===== src/sim_pkg.sv =====
// constants and types for the system integrity monitor
//
// Functional notes
// [RL1] static reset while supply below active threshold
// [RL2] threshold level picked by start-up option
// [RL3] drive shared reset pin low during reset
// [RL4] supply spikes shorter than filter time ignored
// [RL5] detector disabled by option makes no reset
// [RL6] watchdog underflow: pin low minimum pulse width
// [RL7] warning flag is live and read only
// [RL8] warning detector works only with detector enabled
// [RL9] source select: supply or external sense pin
// [RL10] warning irq on every flag toggle
// [RL11] no warning irq during reset delay crossing
// [RL12] enabling irq while warned gives one irq
// [RL13] clock glitch filter only with multiplier on
// [RL14] lost main clock switches to safe clock
// [RL15] recovered main clock switches back automatically
// [RL16] safe clock sets flag, optional irq
// [RL17] wait mode unchanged, enabled irqs wake
// [RL18] halt freezes register and stops clock guard
// [RL19] halt exit resumes config, reset restarts
// [RL20] irq needs enable and cleared global mask
// [RL21] no wake from halt by these events
// [RL22] reset held 256 or 4096 cycles after release
// [RL23] safe flag cleared by read after recovery
// [RL24] warning irq cleared on service entry
// [RL25] async inputs pass two-stage synchroniser
package sim_pkg;
  localparam int CLK_MHZ = 100;
  localparam int RST_OUT_MIN_NS = 20000;
  localparam int RST_OUT_CYC = (RST_OUT_MIN_NS * CLK_MHZ + 999) / 1000;
  localparam int SPIKE_NS = 40;
  localparam int SPIKE_CYC = (SPIKE_NS * CLK_MHZ + 999) / 1000;
  localparam int DLY_SHORT = 256;
  localparam int DLY_LONG = 4096;
  localparam int CNT_W = 13;
  localparam logic [1:0] ADDR_CSR = 2'h0;
  localparam logic [7:0] CSR_RESET = 8'h00;
  localparam int B_SRC = 7;
  localparam int B_WIE = 6;
  localparam int B_WFLAG = 5;
  localparam int B_LVRF = 4;
  localparam int B_SIE = 2;
  localparam int B_SFLAG = 1;
  localparam int B_WDRF = 0;
  typedef enum logic [1:0] {
    SIM_ACTIVE,
    SIM_DELAY,
    SIM_RUN
  } sim_state_e;
  // start-up options, caught once after reset release
  typedef struct packed {
    logic lvd_en;
    logic [1:0] lvd_level;
    logic long_delay;
    logic css_en;
    logic pll_en;
  } sim_opt_s;
endpackage


===== src/sim_top.sv =====
// system integrity monitor: supply reset, warning and clock guard
//
// Our own choices: the placing of the registers and the strobed register port.
`timescale 1ns/1ps
`default_nettype none
module sim_top (
  input wire logic clk, // 100 MHz cpu clock
  input wire logic rst_n, // async system reset
  input wire logic ce, // clock enable, freezes all state
  input wire logic [1:0] addr, // register address
  input wire logic [7:0] wdata, // register write data
  input wire logic wr, // write strobe
  input wire logic rd, // read strobe
  output logic [7:0] rdata, // read data, cycle after rd
  input wire sim_pkg::sim_opt_s opt, // option straps
  input wire logic lvd_below, // async supply low comparator
  input wire logic avd_vdd_low, // async supply warning comparator
  input wire logic avd_ext_low, // async sense pin comparator
  input wire logic main_clk_lost, // async clock loss indication
  input wire logic wdg_underflow, // watchdog underflow pulse
  input wire logic rst_pin_in, // reset pin level, async
  output logic rst_pin_out, // reset pin drive value
  output logic rst_pin_oe, // reset pin output enable
  output logic cpu_rst, // core held in reset
  output logic lvd_thr_rising, // comparator uses rising threshold
  output logic [1:0] lvd_thr_sel, // threshold level
  output logic avd_src_ext, // warning input is sense pin
  output logic clk_sel_safe, // cpu clock from safe oscillator
  output logic safe_osc_en, // safe oscillator and guard on
  output logic glitch_filt_en, // clock glitch filter on
  input wire logic cpu_imask, // global interrupt mask set
  input wire logic wait_mode, // cpu in wait
  input wire logic halt_mode, // cpu in halt
  input wire logic avd_irq_ack, // warning service entry pulse
  output logic irq_avd, // warning interrupt request
  output logic irq_css, // clock guard interrupt request
  output logic wake_req // wake from wait
);
  sim_pkg::sim_opt_s opt_reg;
  logic opt_done_reg;
  localparam int CNT_W_L = sim_pkg::CNT_W;
  logic [1:0] s_lvd, s_vdd, s_ext, s_clk, s_pin;
  logic [1:0] oe_hist_reg;
  logic [CNT_W_L-1:0] spike_cnt_reg;
  logic lvd_filt_reg;
  sim_pkg::sim_state_e state_reg, state_next;
  logic [CNT_W_L-1:0] cnt_reg, cnt_next;
  logic src_reg, wie_reg, sie_reg;
  logic wflag_reg, lvrf_reg, wdrf_reg, sflag_reg;
  logic wpend_reg;
  logic [7:0] rdata_reg;
  logic pin_oe_reg, cpu_rst_reg, irq_avd_reg, irq_css_reg, wake_reg;
  logic safe_reg, osc_en_reg;

  // options are caught by a clock after release, never by the reset
  always_ff @(posedge clk or negedge rst_n) begin
    if (!rst_n) begin
      opt_reg <= '0;
      opt_done_reg <= 1'b0;
    end else if (ce && !opt_done_reg) begin
      opt_reg <= opt;
      opt_done_reg <= 1'b1;
    end
  end

  // two-stage synchronisers; stage 0 feeds only stage 1
  always_ff @(posedge clk or negedge rst_n) begin
    if (!rst_n) begin
      s_lvd <= 2'h3;
      s_vdd <= 2'h0;
      s_ext <= 2'h0;
      s_clk <= 2'h0;
      s_pin <= 2'h3;
      oe_hist_reg <= 2'h3;
    end else if (ce) begin
      // pin level lags our own release by the synchroniser depth
      oe_hist_reg <= {oe_hist_reg[0], pin_oe_reg};
      s_lvd <= {s_lvd[0], lvd_below}; // RL25
      s_vdd <= {s_vdd[0], avd_vdd_low}; // RL25
      s_ext <= {s_ext[0], avd_ext_low}; // RL25
      s_clk <= {s_clk[0], main_clk_lost}; // RL25
      s_pin <= {s_pin[0], rst_pin_in}; // RL25
    end
  end

  // spike filter: a new comparator level counts only once stable
  wire lvd_s = s_lvd[1];
  wire spike_done = spike_cnt_reg == CNT_W_L'(sim_pkg::SPIKE_CYC);
  always_ff @(posedge clk or negedge rst_n) begin
    if (!rst_n) begin
      spike_cnt_reg <= '0;
      lvd_filt_reg <= 1'b1;
    end else if (ce) begin
      if (lvd_s == lvd_filt_reg) spike_cnt_reg <= '0; // RL4
      else if (spike_done) begin
        lvd_filt_reg <= lvd_s; // RL4
        spike_cnt_reg <= '0;
      end else spike_cnt_reg <= spike_cnt_reg + 1'b1;
    end
  end

  // reset sources; a disabled detector never resets
  wire lvd_rst = opt_reg.lvd_en && lvd_filt_reg; // RL5
  wire wdg_ev = wdg_underflow && state_reg == sim_pkg::SIM_RUN;
  // mask the synced pin until our own release has passed both stages
  wire ext_rst = !s_pin[1] && !pin_oe_reg && !(|oe_hist_reg);
  wire [CNT_W_L-1:0] dly_cyc = opt_reg.long_delay ?
    CNT_W_L'(sim_pkg::DLY_LONG) : CNT_W_L'(sim_pkg::DLY_SHORT);
  wire [CNT_W_L-1:0] pulse_cyc = CNT_W_L'(sim_pkg::RST_OUT_CYC);

  // reset sequence: active phase, then option delay, then run
  always_comb begin
    state_next = state_reg;
    cnt_next = cnt_reg;
    unique case (state_reg)
      sim_pkg::SIM_ACTIVE: begin
        if (cnt_reg != '0) cnt_next = cnt_reg - 1'b1; // RL6
        if (!lvd_rst && cnt_reg <= 1 && opt_done_reg) begin // RL1
          state_next = sim_pkg::SIM_DELAY;
          cnt_next = dly_cyc - 1'b1; // RL22
        end
      end
      sim_pkg::SIM_DELAY: begin
        if (lvd_rst) state_next = sim_pkg::SIM_ACTIVE;
        else if (cnt_reg == '0) state_next = sim_pkg::SIM_RUN; // RL22
        else cnt_next = cnt_reg - 1'b1;
      end
      sim_pkg::SIM_RUN: begin
        if (lvd_rst || ext_rst) begin
          state_next = sim_pkg::SIM_ACTIVE; // RL1
          cnt_next = '0;
        end else if (wdg_ev) begin
          state_next = sim_pkg::SIM_ACTIVE;
          cnt_next = pulse_cyc; // RL6
        end
      end
    endcase
  end

  always_ff @(posedge clk or negedge rst_n) begin
    if (!rst_n) begin
      state_reg <= sim_pkg::SIM_ACTIVE;
      cnt_reg <= '0;
    end else if (ce) begin
      state_reg <= state_next;
      cnt_reg <= cnt_next;
    end
  end

  // register access decode
  wire csr_hit = addr == sim_pkg::ADDR_CSR;
  wire frozen = halt_mode; // RL18
  wire csr_wr = wr && csr_hit && !frozen;
  wire csr_rd = rd && csr_hit;
  wire running = state_reg == sim_pkg::SIM_RUN;

  // warning comparator; input chosen by source select
  wire avd_on = opt_reg.lvd_en; // RL8
  wire avd_s = avd_on && (src_reg ? s_ext[1] : s_vdd[1]); // RL9
  wire avd_toggle = avd_s != wflag_reg;
  wire wie_rise = csr_wr && wdata[sim_pkg::B_WIE] && !wie_reg;
  // toggles inside the reset delay raise nothing
  wire wpend_set = running && avd_on && !frozen &&
    ((avd_toggle && wie_reg) || (wie_rise && wflag_reg)); // RL10 RL11 RL12

  // clock guard, stopped in halt
  wire guard_on = opt_reg.css_en && !halt_mode; // RL18
  wire lost = guard_on && s_clk[1];
  wire sflag_clr = csr_rd && !s_clk[1] && !frozen; // RL23

  // control and status bits; all but the warning pending bit frozen while halted
  always_ff @(posedge clk or negedge rst_n) begin
    if (!rst_n) begin
      src_reg <= 1'b0;
      wie_reg <= 1'b0;
      sie_reg <= 1'b0;
      wflag_reg <= 1'b0;
      sflag_reg <= 1'b0;
      wpend_reg <= 1'b0;
    end else if (ce) begin
      if (csr_wr) begin
        src_reg <= wdata[sim_pkg::B_SRC];
        wie_reg <= wdata[sim_pkg::B_WIE];
        sie_reg <= wdata[sim_pkg::B_SIE];
      end
      if (!frozen) wflag_reg <= avd_s; // RL7
      if (wpend_set) wpend_reg <= 1'b1; // RL10
      else if (avd_irq_ack || !running) wpend_reg <= 1'b0; // RL24 RL11
      if (lost) sflag_reg <= 1'b1; // RL16
      else if (sflag_clr) sflag_reg <= 1'b0; // RL23
    end
  end

  // reset cause flags survive cpu reset, except that a supply reset clears the watchdog flag; writing zero clears
  always_ff @(posedge clk or negedge rst_n) begin
    if (!rst_n) begin
      lvrf_reg <= 1'b0;
      wdrf_reg <= 1'b0;
    end else if (ce) begin
      if (lvd_rst) lvrf_reg <= 1'b1;
      else if (csr_wr && !wdata[sim_pkg::B_LVRF]) lvrf_reg <= 1'b0;
      if (wdg_ev) wdrf_reg <= 1'b1;
      else if (lvd_rst) wdrf_reg <= 1'b0;
      else if (csr_wr && !wdata[sim_pkg::B_WDRF]) wdrf_reg <= 1'b0;
    end
  end

  // read data; writes never touch the live flag bit
  wire [7:0] csr_val = {src_reg, wie_reg, wflag_reg, lvrf_reg, 1'b0,
    sie_reg, sflag_reg && opt_reg.css_en, wdrf_reg}; // RL7
  wire [7:0] rd_val = csr_hit ? csr_val : 8'h00;

  // interrupts gated by enable and the global mask
  wire avd_req = wpend_reg && wie_reg && !cpu_imask; // RL20
  wire css_req = sflag_reg && sie_reg && opt_reg.css_en &&
    !cpu_imask; // RL16 RL20
  // halt wake is not given by these sources
  wire wake_now = wait_mode && !halt_mode &&
    (avd_req || css_req); // RL17 RL21

  // registered outputs
  always_ff @(posedge clk or negedge rst_n) begin
    if (!rst_n) begin
      rdata_reg <= 8'h00;
      pin_oe_reg <= 1'b1;
      cpu_rst_reg <= 1'b1;
      irq_avd_reg <= 1'b0;
      irq_css_reg <= 1'b0;
      wake_reg <= 1'b0;
      safe_reg <= 1'b0;
      osc_en_reg <= 1'b0;
    end else if (ce) begin
      rdata_reg <= rd ? rd_val : 8'h00;
      pin_oe_reg <= state_next != sim_pkg::SIM_RUN; // RL3 RL6
      cpu_rst_reg <= state_next != sim_pkg::SIM_RUN; // RL1 RL22
      irq_avd_reg <= avd_req && running;
      irq_css_reg <= css_req && running;
      wake_reg <= wake_now && running;
      safe_reg <= lost; // RL14 RL15
      osc_en_reg <= guard_on; // RL18 RL19
    end
  end

  assign rdata = rdata_reg;
  assign rst_pin_out = 1'b0; // open drain: only ever pulls low
  assign rst_pin_oe = pin_oe_reg;
  assign cpu_rst = cpu_rst_reg;
  assign lvd_thr_rising = cpu_rst_reg; // RL1
  assign lvd_thr_sel = opt_reg.lvd_level; // RL2
  assign avd_src_ext = src_reg;
  assign clk_sel_safe = safe_reg;
  assign safe_osc_en = osc_en_reg;
  assign glitch_filt_en = opt_reg.pll_en; // RL13
  assign irq_avd = irq_avd_reg;
  assign irq_css = irq_css_reg;
  assign wake_req = wake_reg;
endmodule // sim_top
`default_nettype wire


===== config.mk =====
export PLATFORM = sky130hd
export DESIGN_NAME = sim_top
export DESIGN_NICKNAME = d
export VERILOG_FILES = /design/src/sim_pkg.sv /design/src/sim_top.sv
export SDC_FILE = /design/constraint.sdc
export NUM_CORES = 1
export LEC_CHECK = 0
export BUFFER_PORTS_ARGS = -buffer_cell sky130_fd_sc_hd__buf_2
export CAP_MARGIN = 15
export CELL_PAD_IN_SITES_DETAIL_PLACEMENT = 0
export CELL_PAD_IN_SITES_GLOBAL_PLACEMENT = 1
export CORE_ASPECT_RATIO = 0.7
export CORE_MARGIN = 2
export CORE_UTILIZATION = 25
export DETAILED_ROUTE_END_ITERATION = 10
export PLACE_DENSITY = 0.61
export SLEW_MARGIN = 10
export SYNTH_ARGS = -nofsm -noshare
export SYNTH_HDL_FRONTEND = slang
export SYNTH_SLANG_ARGS = --single-unit

===== constraint.sdc =====
create_clock -name clk -period 2.3 [get_ports clk]
set_clock_uncertainty 0.2 [all_clocks]
set_input_delay 0.23 -clock clk [delete_from_list [all_inputs] [get_ports clk]]
set_output_delay 0.23 -clock clk [all_outputs]
set_load 0.02 [all_outputs]

**Yosys cells after proc, flatten, opt, wreduce, memory -nomap -nowiden**

Index checks and enable logic that the tools add are counted.

- Mux-type cells: 28
- Add/sub/neg operators: 3
- Div/mod/pow operators: 0
- Bitwise operators: 2
- Magnitude comparators: 1
- Shift operators: 0
- $mul: 0
- Eq/ne operators: 10
- Reduce and logical (&&, ||, !) cells: 68

Operators by type and width:

| operator | count |
|---|---|
| 2-to-1 mux 13 bit | 9 |
| case mux 13 bit (3 select lines) | 1 |
| logical AND 1 bit | 35 |
| subtractor 13 x 1 -> 13 bit (second input constant) | 2 |
| 2-to-1 mux 8 bit | 2 |
| adder 13 x 1 -> 13 bit (second input constant) | 1 |
| == test 13 x 3 -> 1 bit (second input constant) | 1 |
| <= comparator 13 x 1 -> 1 bit (second input constant) | 1 |
| logical NOT 13 bit | 1 |
| nonzero test 13 bit | 1 |
| logical NOT 1 bit | 12 |
| AND reduction 2 bit | 6 |
| 2-to-1 mux 1 bit | 10 |
| 2-to-1 mux 2 bit | 5 |
| != test 2 bit (second input constant) | 3 |
| case mux 2 bit (3 select lines) | 1 |
| nonzero test 2 bit | 3 |
| AND reduction 5 bit | 1 |
| logical NOT 2 bit | 2 |
| logical OR 1 bit | 4 |
| != test 3 x 2 -> 1 bit (second input constant) | 1 |
| != test 3 bit (second input constant) | 1 |
| AND reduction 3 bit | 1 |
| nonzero test 3 bit | 1 |
| other kinds (6) | 7 |

- Bits in read-only memories: 0
- Input bits: 31
- Latch bits: 0
- Word-level logic and storage cells: 143
- Flip-flop bits (word level): 70
- Memories kept: 0
- Memory bits (writable): 0

**Depth between registers and ports, before layout**

- Depth in word-level cells: 10
- Depth in mapped cells: 8
- Gate-level depth less buffers: 7

**Least setup slack after synthesis**

OpenSTA, ideal clock, no wires.

- Path type: register -> register
- From: register cnt_reg[4]
- To: register cnt_reg[11]
- Slack: 175 ps
- Buffers on the path: 0
- Arrival time: 1802 ps
- Cell stages (with the launch flop): 6
- Period minus slack after synthesis: 2125 ps
- Cells stage by stage: dfrtp_1 > nor4_4 > nand4_4 > or4_4 > a21o_1 > o221a_2

- Longest elaborated chain between the ends: 5
- Elaborated cells between the ends (all ways): 14

RTL lines:

| what | RTL line | RTL |
|---|---|---|
| start: declaration | sim_top.sv:47 | `logic [CNT_W_L-1:0] cnt_reg, cnt_next;` |
| start signal: assignment | sim_top.sv:146 | `cnt_reg <= cnt_next;` |
| <= comparator 13 x 1 -> 1 bit | sim_top.sv:118 | `if (!lvd_rst && cnt_reg <= 1 && opt_done_reg) begin` |
| logical AND 1 bit (2 in a row) | sim_top.sv:118 |  |
| != test 3 bit (no line) or 2-to-1 mux 13 bit (tied branches) | - |  |
| AND reduction 5 bit (no line) or case mux 13 bit (3 select lines) (tied branches) | - |  |

Parallel ways exist; a longest one is shown, timed or not. The select of a mux whose other input is x is not followed.
A chain may end at the register's enable or synchronous reset.

**Worst setup path in the final report**

- From: register state_reg[1]
- To: register cnt_reg[12]

- Longest elaborated chain between the ends: 4
- Elaborated cells between the ends (all ways): 10

RTL lines:

| what | RTL line | RTL |
|---|---|---|
| start: declaration | sim_top.sv:46 | `sim_pkg::sim_state_e state_reg, state_next;` |
| start signal: assignment | sim_top.sv:142 | `state_reg <= sim_pkg::SIM_ACTIVE;` |
| start signal: assignment | sim_top.sv:145 | `state_reg <= state_next;` |
| == test 2 bit | sim_top.sv:104, sim_top.sv:115 |  |
| logical AND 1 bit | sim_top.sv:104 | `wire wdg_ev = wdg_underflow && state_reg == sim_pkg::SIM_RUN;` |
| != test 3 x 2 -> 1 bit (no line) | - |  |
| AND reduction 5 bit (no line) | - |  |

Parallel ways exist; a longest one is shown, timed or not.

==> results.yml <==
clocking:
  clk_pin_slew_ns: 0.05
  cts_tree: "built"
  h-tree-depth: 3
  cts_sinks: 69
  cts_buffers: 9
  clockBufferDepth: 2
  clock_latency_ns: 0.33
  cts_root_buf: "clkbuf_16"
logic_synthesis:
  ys_seq_elements: 69
  synth_flop_cell: "dfrtp_1"
  synth_edf_count: 0
  netlist.area_leader.share_pct: 41.7
  synth_area_leader_cell: "dfrtp_1"
  synth_seq_area_share_pct: 47.5
  async_flop_share_pct: 100
  avgSynthCellArea_um2: 10.1
  yosysWarningCount: 0
  synth_cell_types: 65
  synthTopCellsByArea: "dfrtp_1, mux2_2, dfstp_2"
  syn_inst: 364
  synth_area_um2: 3660
run_status:
  status: "complete, no violations"
timing:
  timing.fmax_mhz: 452
  hold_ws_ns: 0.0291
  maxSlewViolCount: 0
  finalSetupViolations: 0
  rsz0062_at_grt: "false"
  worst-slew-pin-transition_ns: 0.636
  hold_viol: 0
  fin_crit_ns: 2.21
  slew_headroom_pct: 57.3
  post-route-period-util_pct: 96.3
floorplan:
  start_util_pct: 25.9
  die_w_um: 149
  ios: 52
  row_count: 36
  die_h_um: 105
  dieArea_um2: 15600
  coreArea_um2: 14100
final_layout:
  fillerInstances: 1438
  finalInstanceArea_um2: 4810
  multiInputGateArea_um2: 1800
  register_area_um2: 1740
  final_common_cell: "dfrtp_1"
  fin_cells: 646
  diodes: 0
  area_growth_pct: 31.4
  fin_nets: 490
  layout_common_cells: "dfrtp_1, buf_2, o21ai_0"
  drive_gt1_share_pct: 31.4
critical_path:
  endpoint_kind: "flip-flop"
  arrival_ns: 2.28
  cp.required_ns: 2.37
  cpPeakStageDelay_ns: 0.47
  crit_top_cell: "nand3_1"
  critPathKind: "flip-flop to flip-flop"
  cp_slowest_cell: "or4_1"
  start_kind: "flip-flop"
  path_cells: "inv_1, ha_1, nand3_1, o311ai_4, a31o_2, or4_1, nand3_1"
  worst-path-max-fanout: 7
global_routing:
  grt.total_usage_pct: 12.6
  antenna_found_initial: 0
  grt_pass1_vias: 2953
  gr-total-overflow: 0
  grt_pass1_wl_mm: 15.5
  grt_max_degree: 40
power_and_ir_drop:
  p_comb_share_pct: 38.2
  switchingPower_mw: 1.80
  power_switching_share_pct: 36.4
  p_clk_share_pct: 27.4
  powerDensity_nw_per_um2: 1030
  pwr-share-seq_pct: 34.3
  ir_worst_vdd_mv: 0.386
  leakagePower_nw: 2.03
  p_int_mw: 3.15
route:
  drt_iter0_drc: 206
  firstDrtPassIters: 5
  wl_per_cell_um: 14.8
  dr_total_vias: 3150
  antenna_left: 0
  via_per_inst: 4.88
  drc: 0
  wirelength_mm: 9.57
place:
  place_hpwl_mm: 6.81
  placed_cells: 610
  place_congestion: 0.905
  io_buffers: 46
  dpl_cell_area_um2: 4270
min_path:
  hold_path_class: "input pin to flip-flop"
flow_run:
  max_cap_violations: 0
-- critical path: cells and delay by family (launching register included) --
| kind | cells | cell delay, ns |
|---|---|---|
| simple gates | 3 | 0.73 |
| compound gates | 2 | 0.44 |
| flops | 1 | 0.39 |
| fa+ha+maj | 1 | 0.29 |
| buf+inv | 1 | 0.08 |
-- repair_timing --
item | 4_1_cts | 5_1_grt
buffers inserted | 0 | 1
endpoints found under the setup margin | 3 | 13
pin swaps | 0 | 2
gates resized for setup | 1 | 9
hold buffers | 19 | 0
endpoints found under the hold margin | 59 | 0
-- power groups by stage --
stage / combinational, mW / sequential (mW) / clock, mW
after floorplan: 1.15 / 1.70 / 0
after global placement: 1.77 / 1.72 / 0
after detailed placement: 1.78 / 1.72 / 0
after CTS: 1.81 / 1.70 / 1.40
after global routing: 2.11 / 1.74 / 1.46
final: 1.89 / 1.70 / 1.36
-- final cells by class --
class | count | area share (%)
Sequential cell | 69 | 36.1
Clock buffer | 9 | 4.68
Tap cell | 190 | 4.94
Clock inverter | 7 | 1.38
Timing Repair Buffer | 96 | 14.1
Inverter | 17 | 1.33
Multi-Input combinational cell | 258 | 37.4
-- cell families after synthesis --
logic type / count (synthesis) / share of synthesized area [%]
multiplexers: 24 / 7.35
other: 1 / 0.103
AO/OA/AOI/OAI: 107 / 19.6
adder cells (fa/ha/maj): 8 / 2.74
AND/OR/NAND/NOR: 115 / 17.4
buffers and inverters: 38 / 4.86
flip-flops: 69 / 47.5
XOR/XNOR: 2 / 0.479
-- Yosys cell counts, drive strengths merged, types with 4 or more instances --
library cell and n:
clkbuf 10, dfrtp 61, a211oi 6, a21o 4, nor4 6, a21oi 12
mux2 23, and2 4, nor2 23, o31ai 7, o41ai 4, o21ai 42
nand4 6, a31oi 6, inv 17, nand2 31, o2bb2ai 8, dfstp 8
ha 8, nor3 7, nand3 15, buf 10
-- metrics by stage --
| step | util [%] | power, mW | setup slack, ns | TNS, ns |
|---|---|---|---|---|
| 2_1_floorplan | - | 2.85 | 0.175 | 0 |
| 3_3_place_gp | 30.3 | 3.49 | -0.0158 | -0.0280 |
| 3_5_place_dp | 30.3 | 3.50 | -0.0180 | -0.0318 |
| 4_1_cts | 33.7 | 4.92 | 0.0491 | 0 |
| 5_1_grt | 34.1 | 5.31 | 0.00801 | 0 |
| 6_report | 34.1 | 4.96 | 0.0856 | 0 |
-- final timing paths --
check,start,to,slack [ns],depth (start not counted)
worst min-delay path,wdg_underflow,wdrf_reg,0.03,3
worst min register to register,rdata[4],rdata[4],0.29,1
worst max-delay path,state_reg[1],cnt_reg[12],0.09,7
max in group asynchronous,rst_n,s_pin[0],1.06,3
worst max register to register,state_reg[1],cnt_reg[12],0.09,7
min in group asynchronous,rst_n,s_vdd[1],0.17,2
-- per-layer routing --
layer | vias up | GRT usage [%] | wire length, µm
met2 | 104 | 17.6 | 3880
li1 | 1515 | - | -
met1 | 1525 | 19.1 | 5020
met5 | - | 0 | 0
met3 | 6 | 3.25 | 606
met4 | 0 | 3.47 | 65
(Power assumes the default switching activity.)
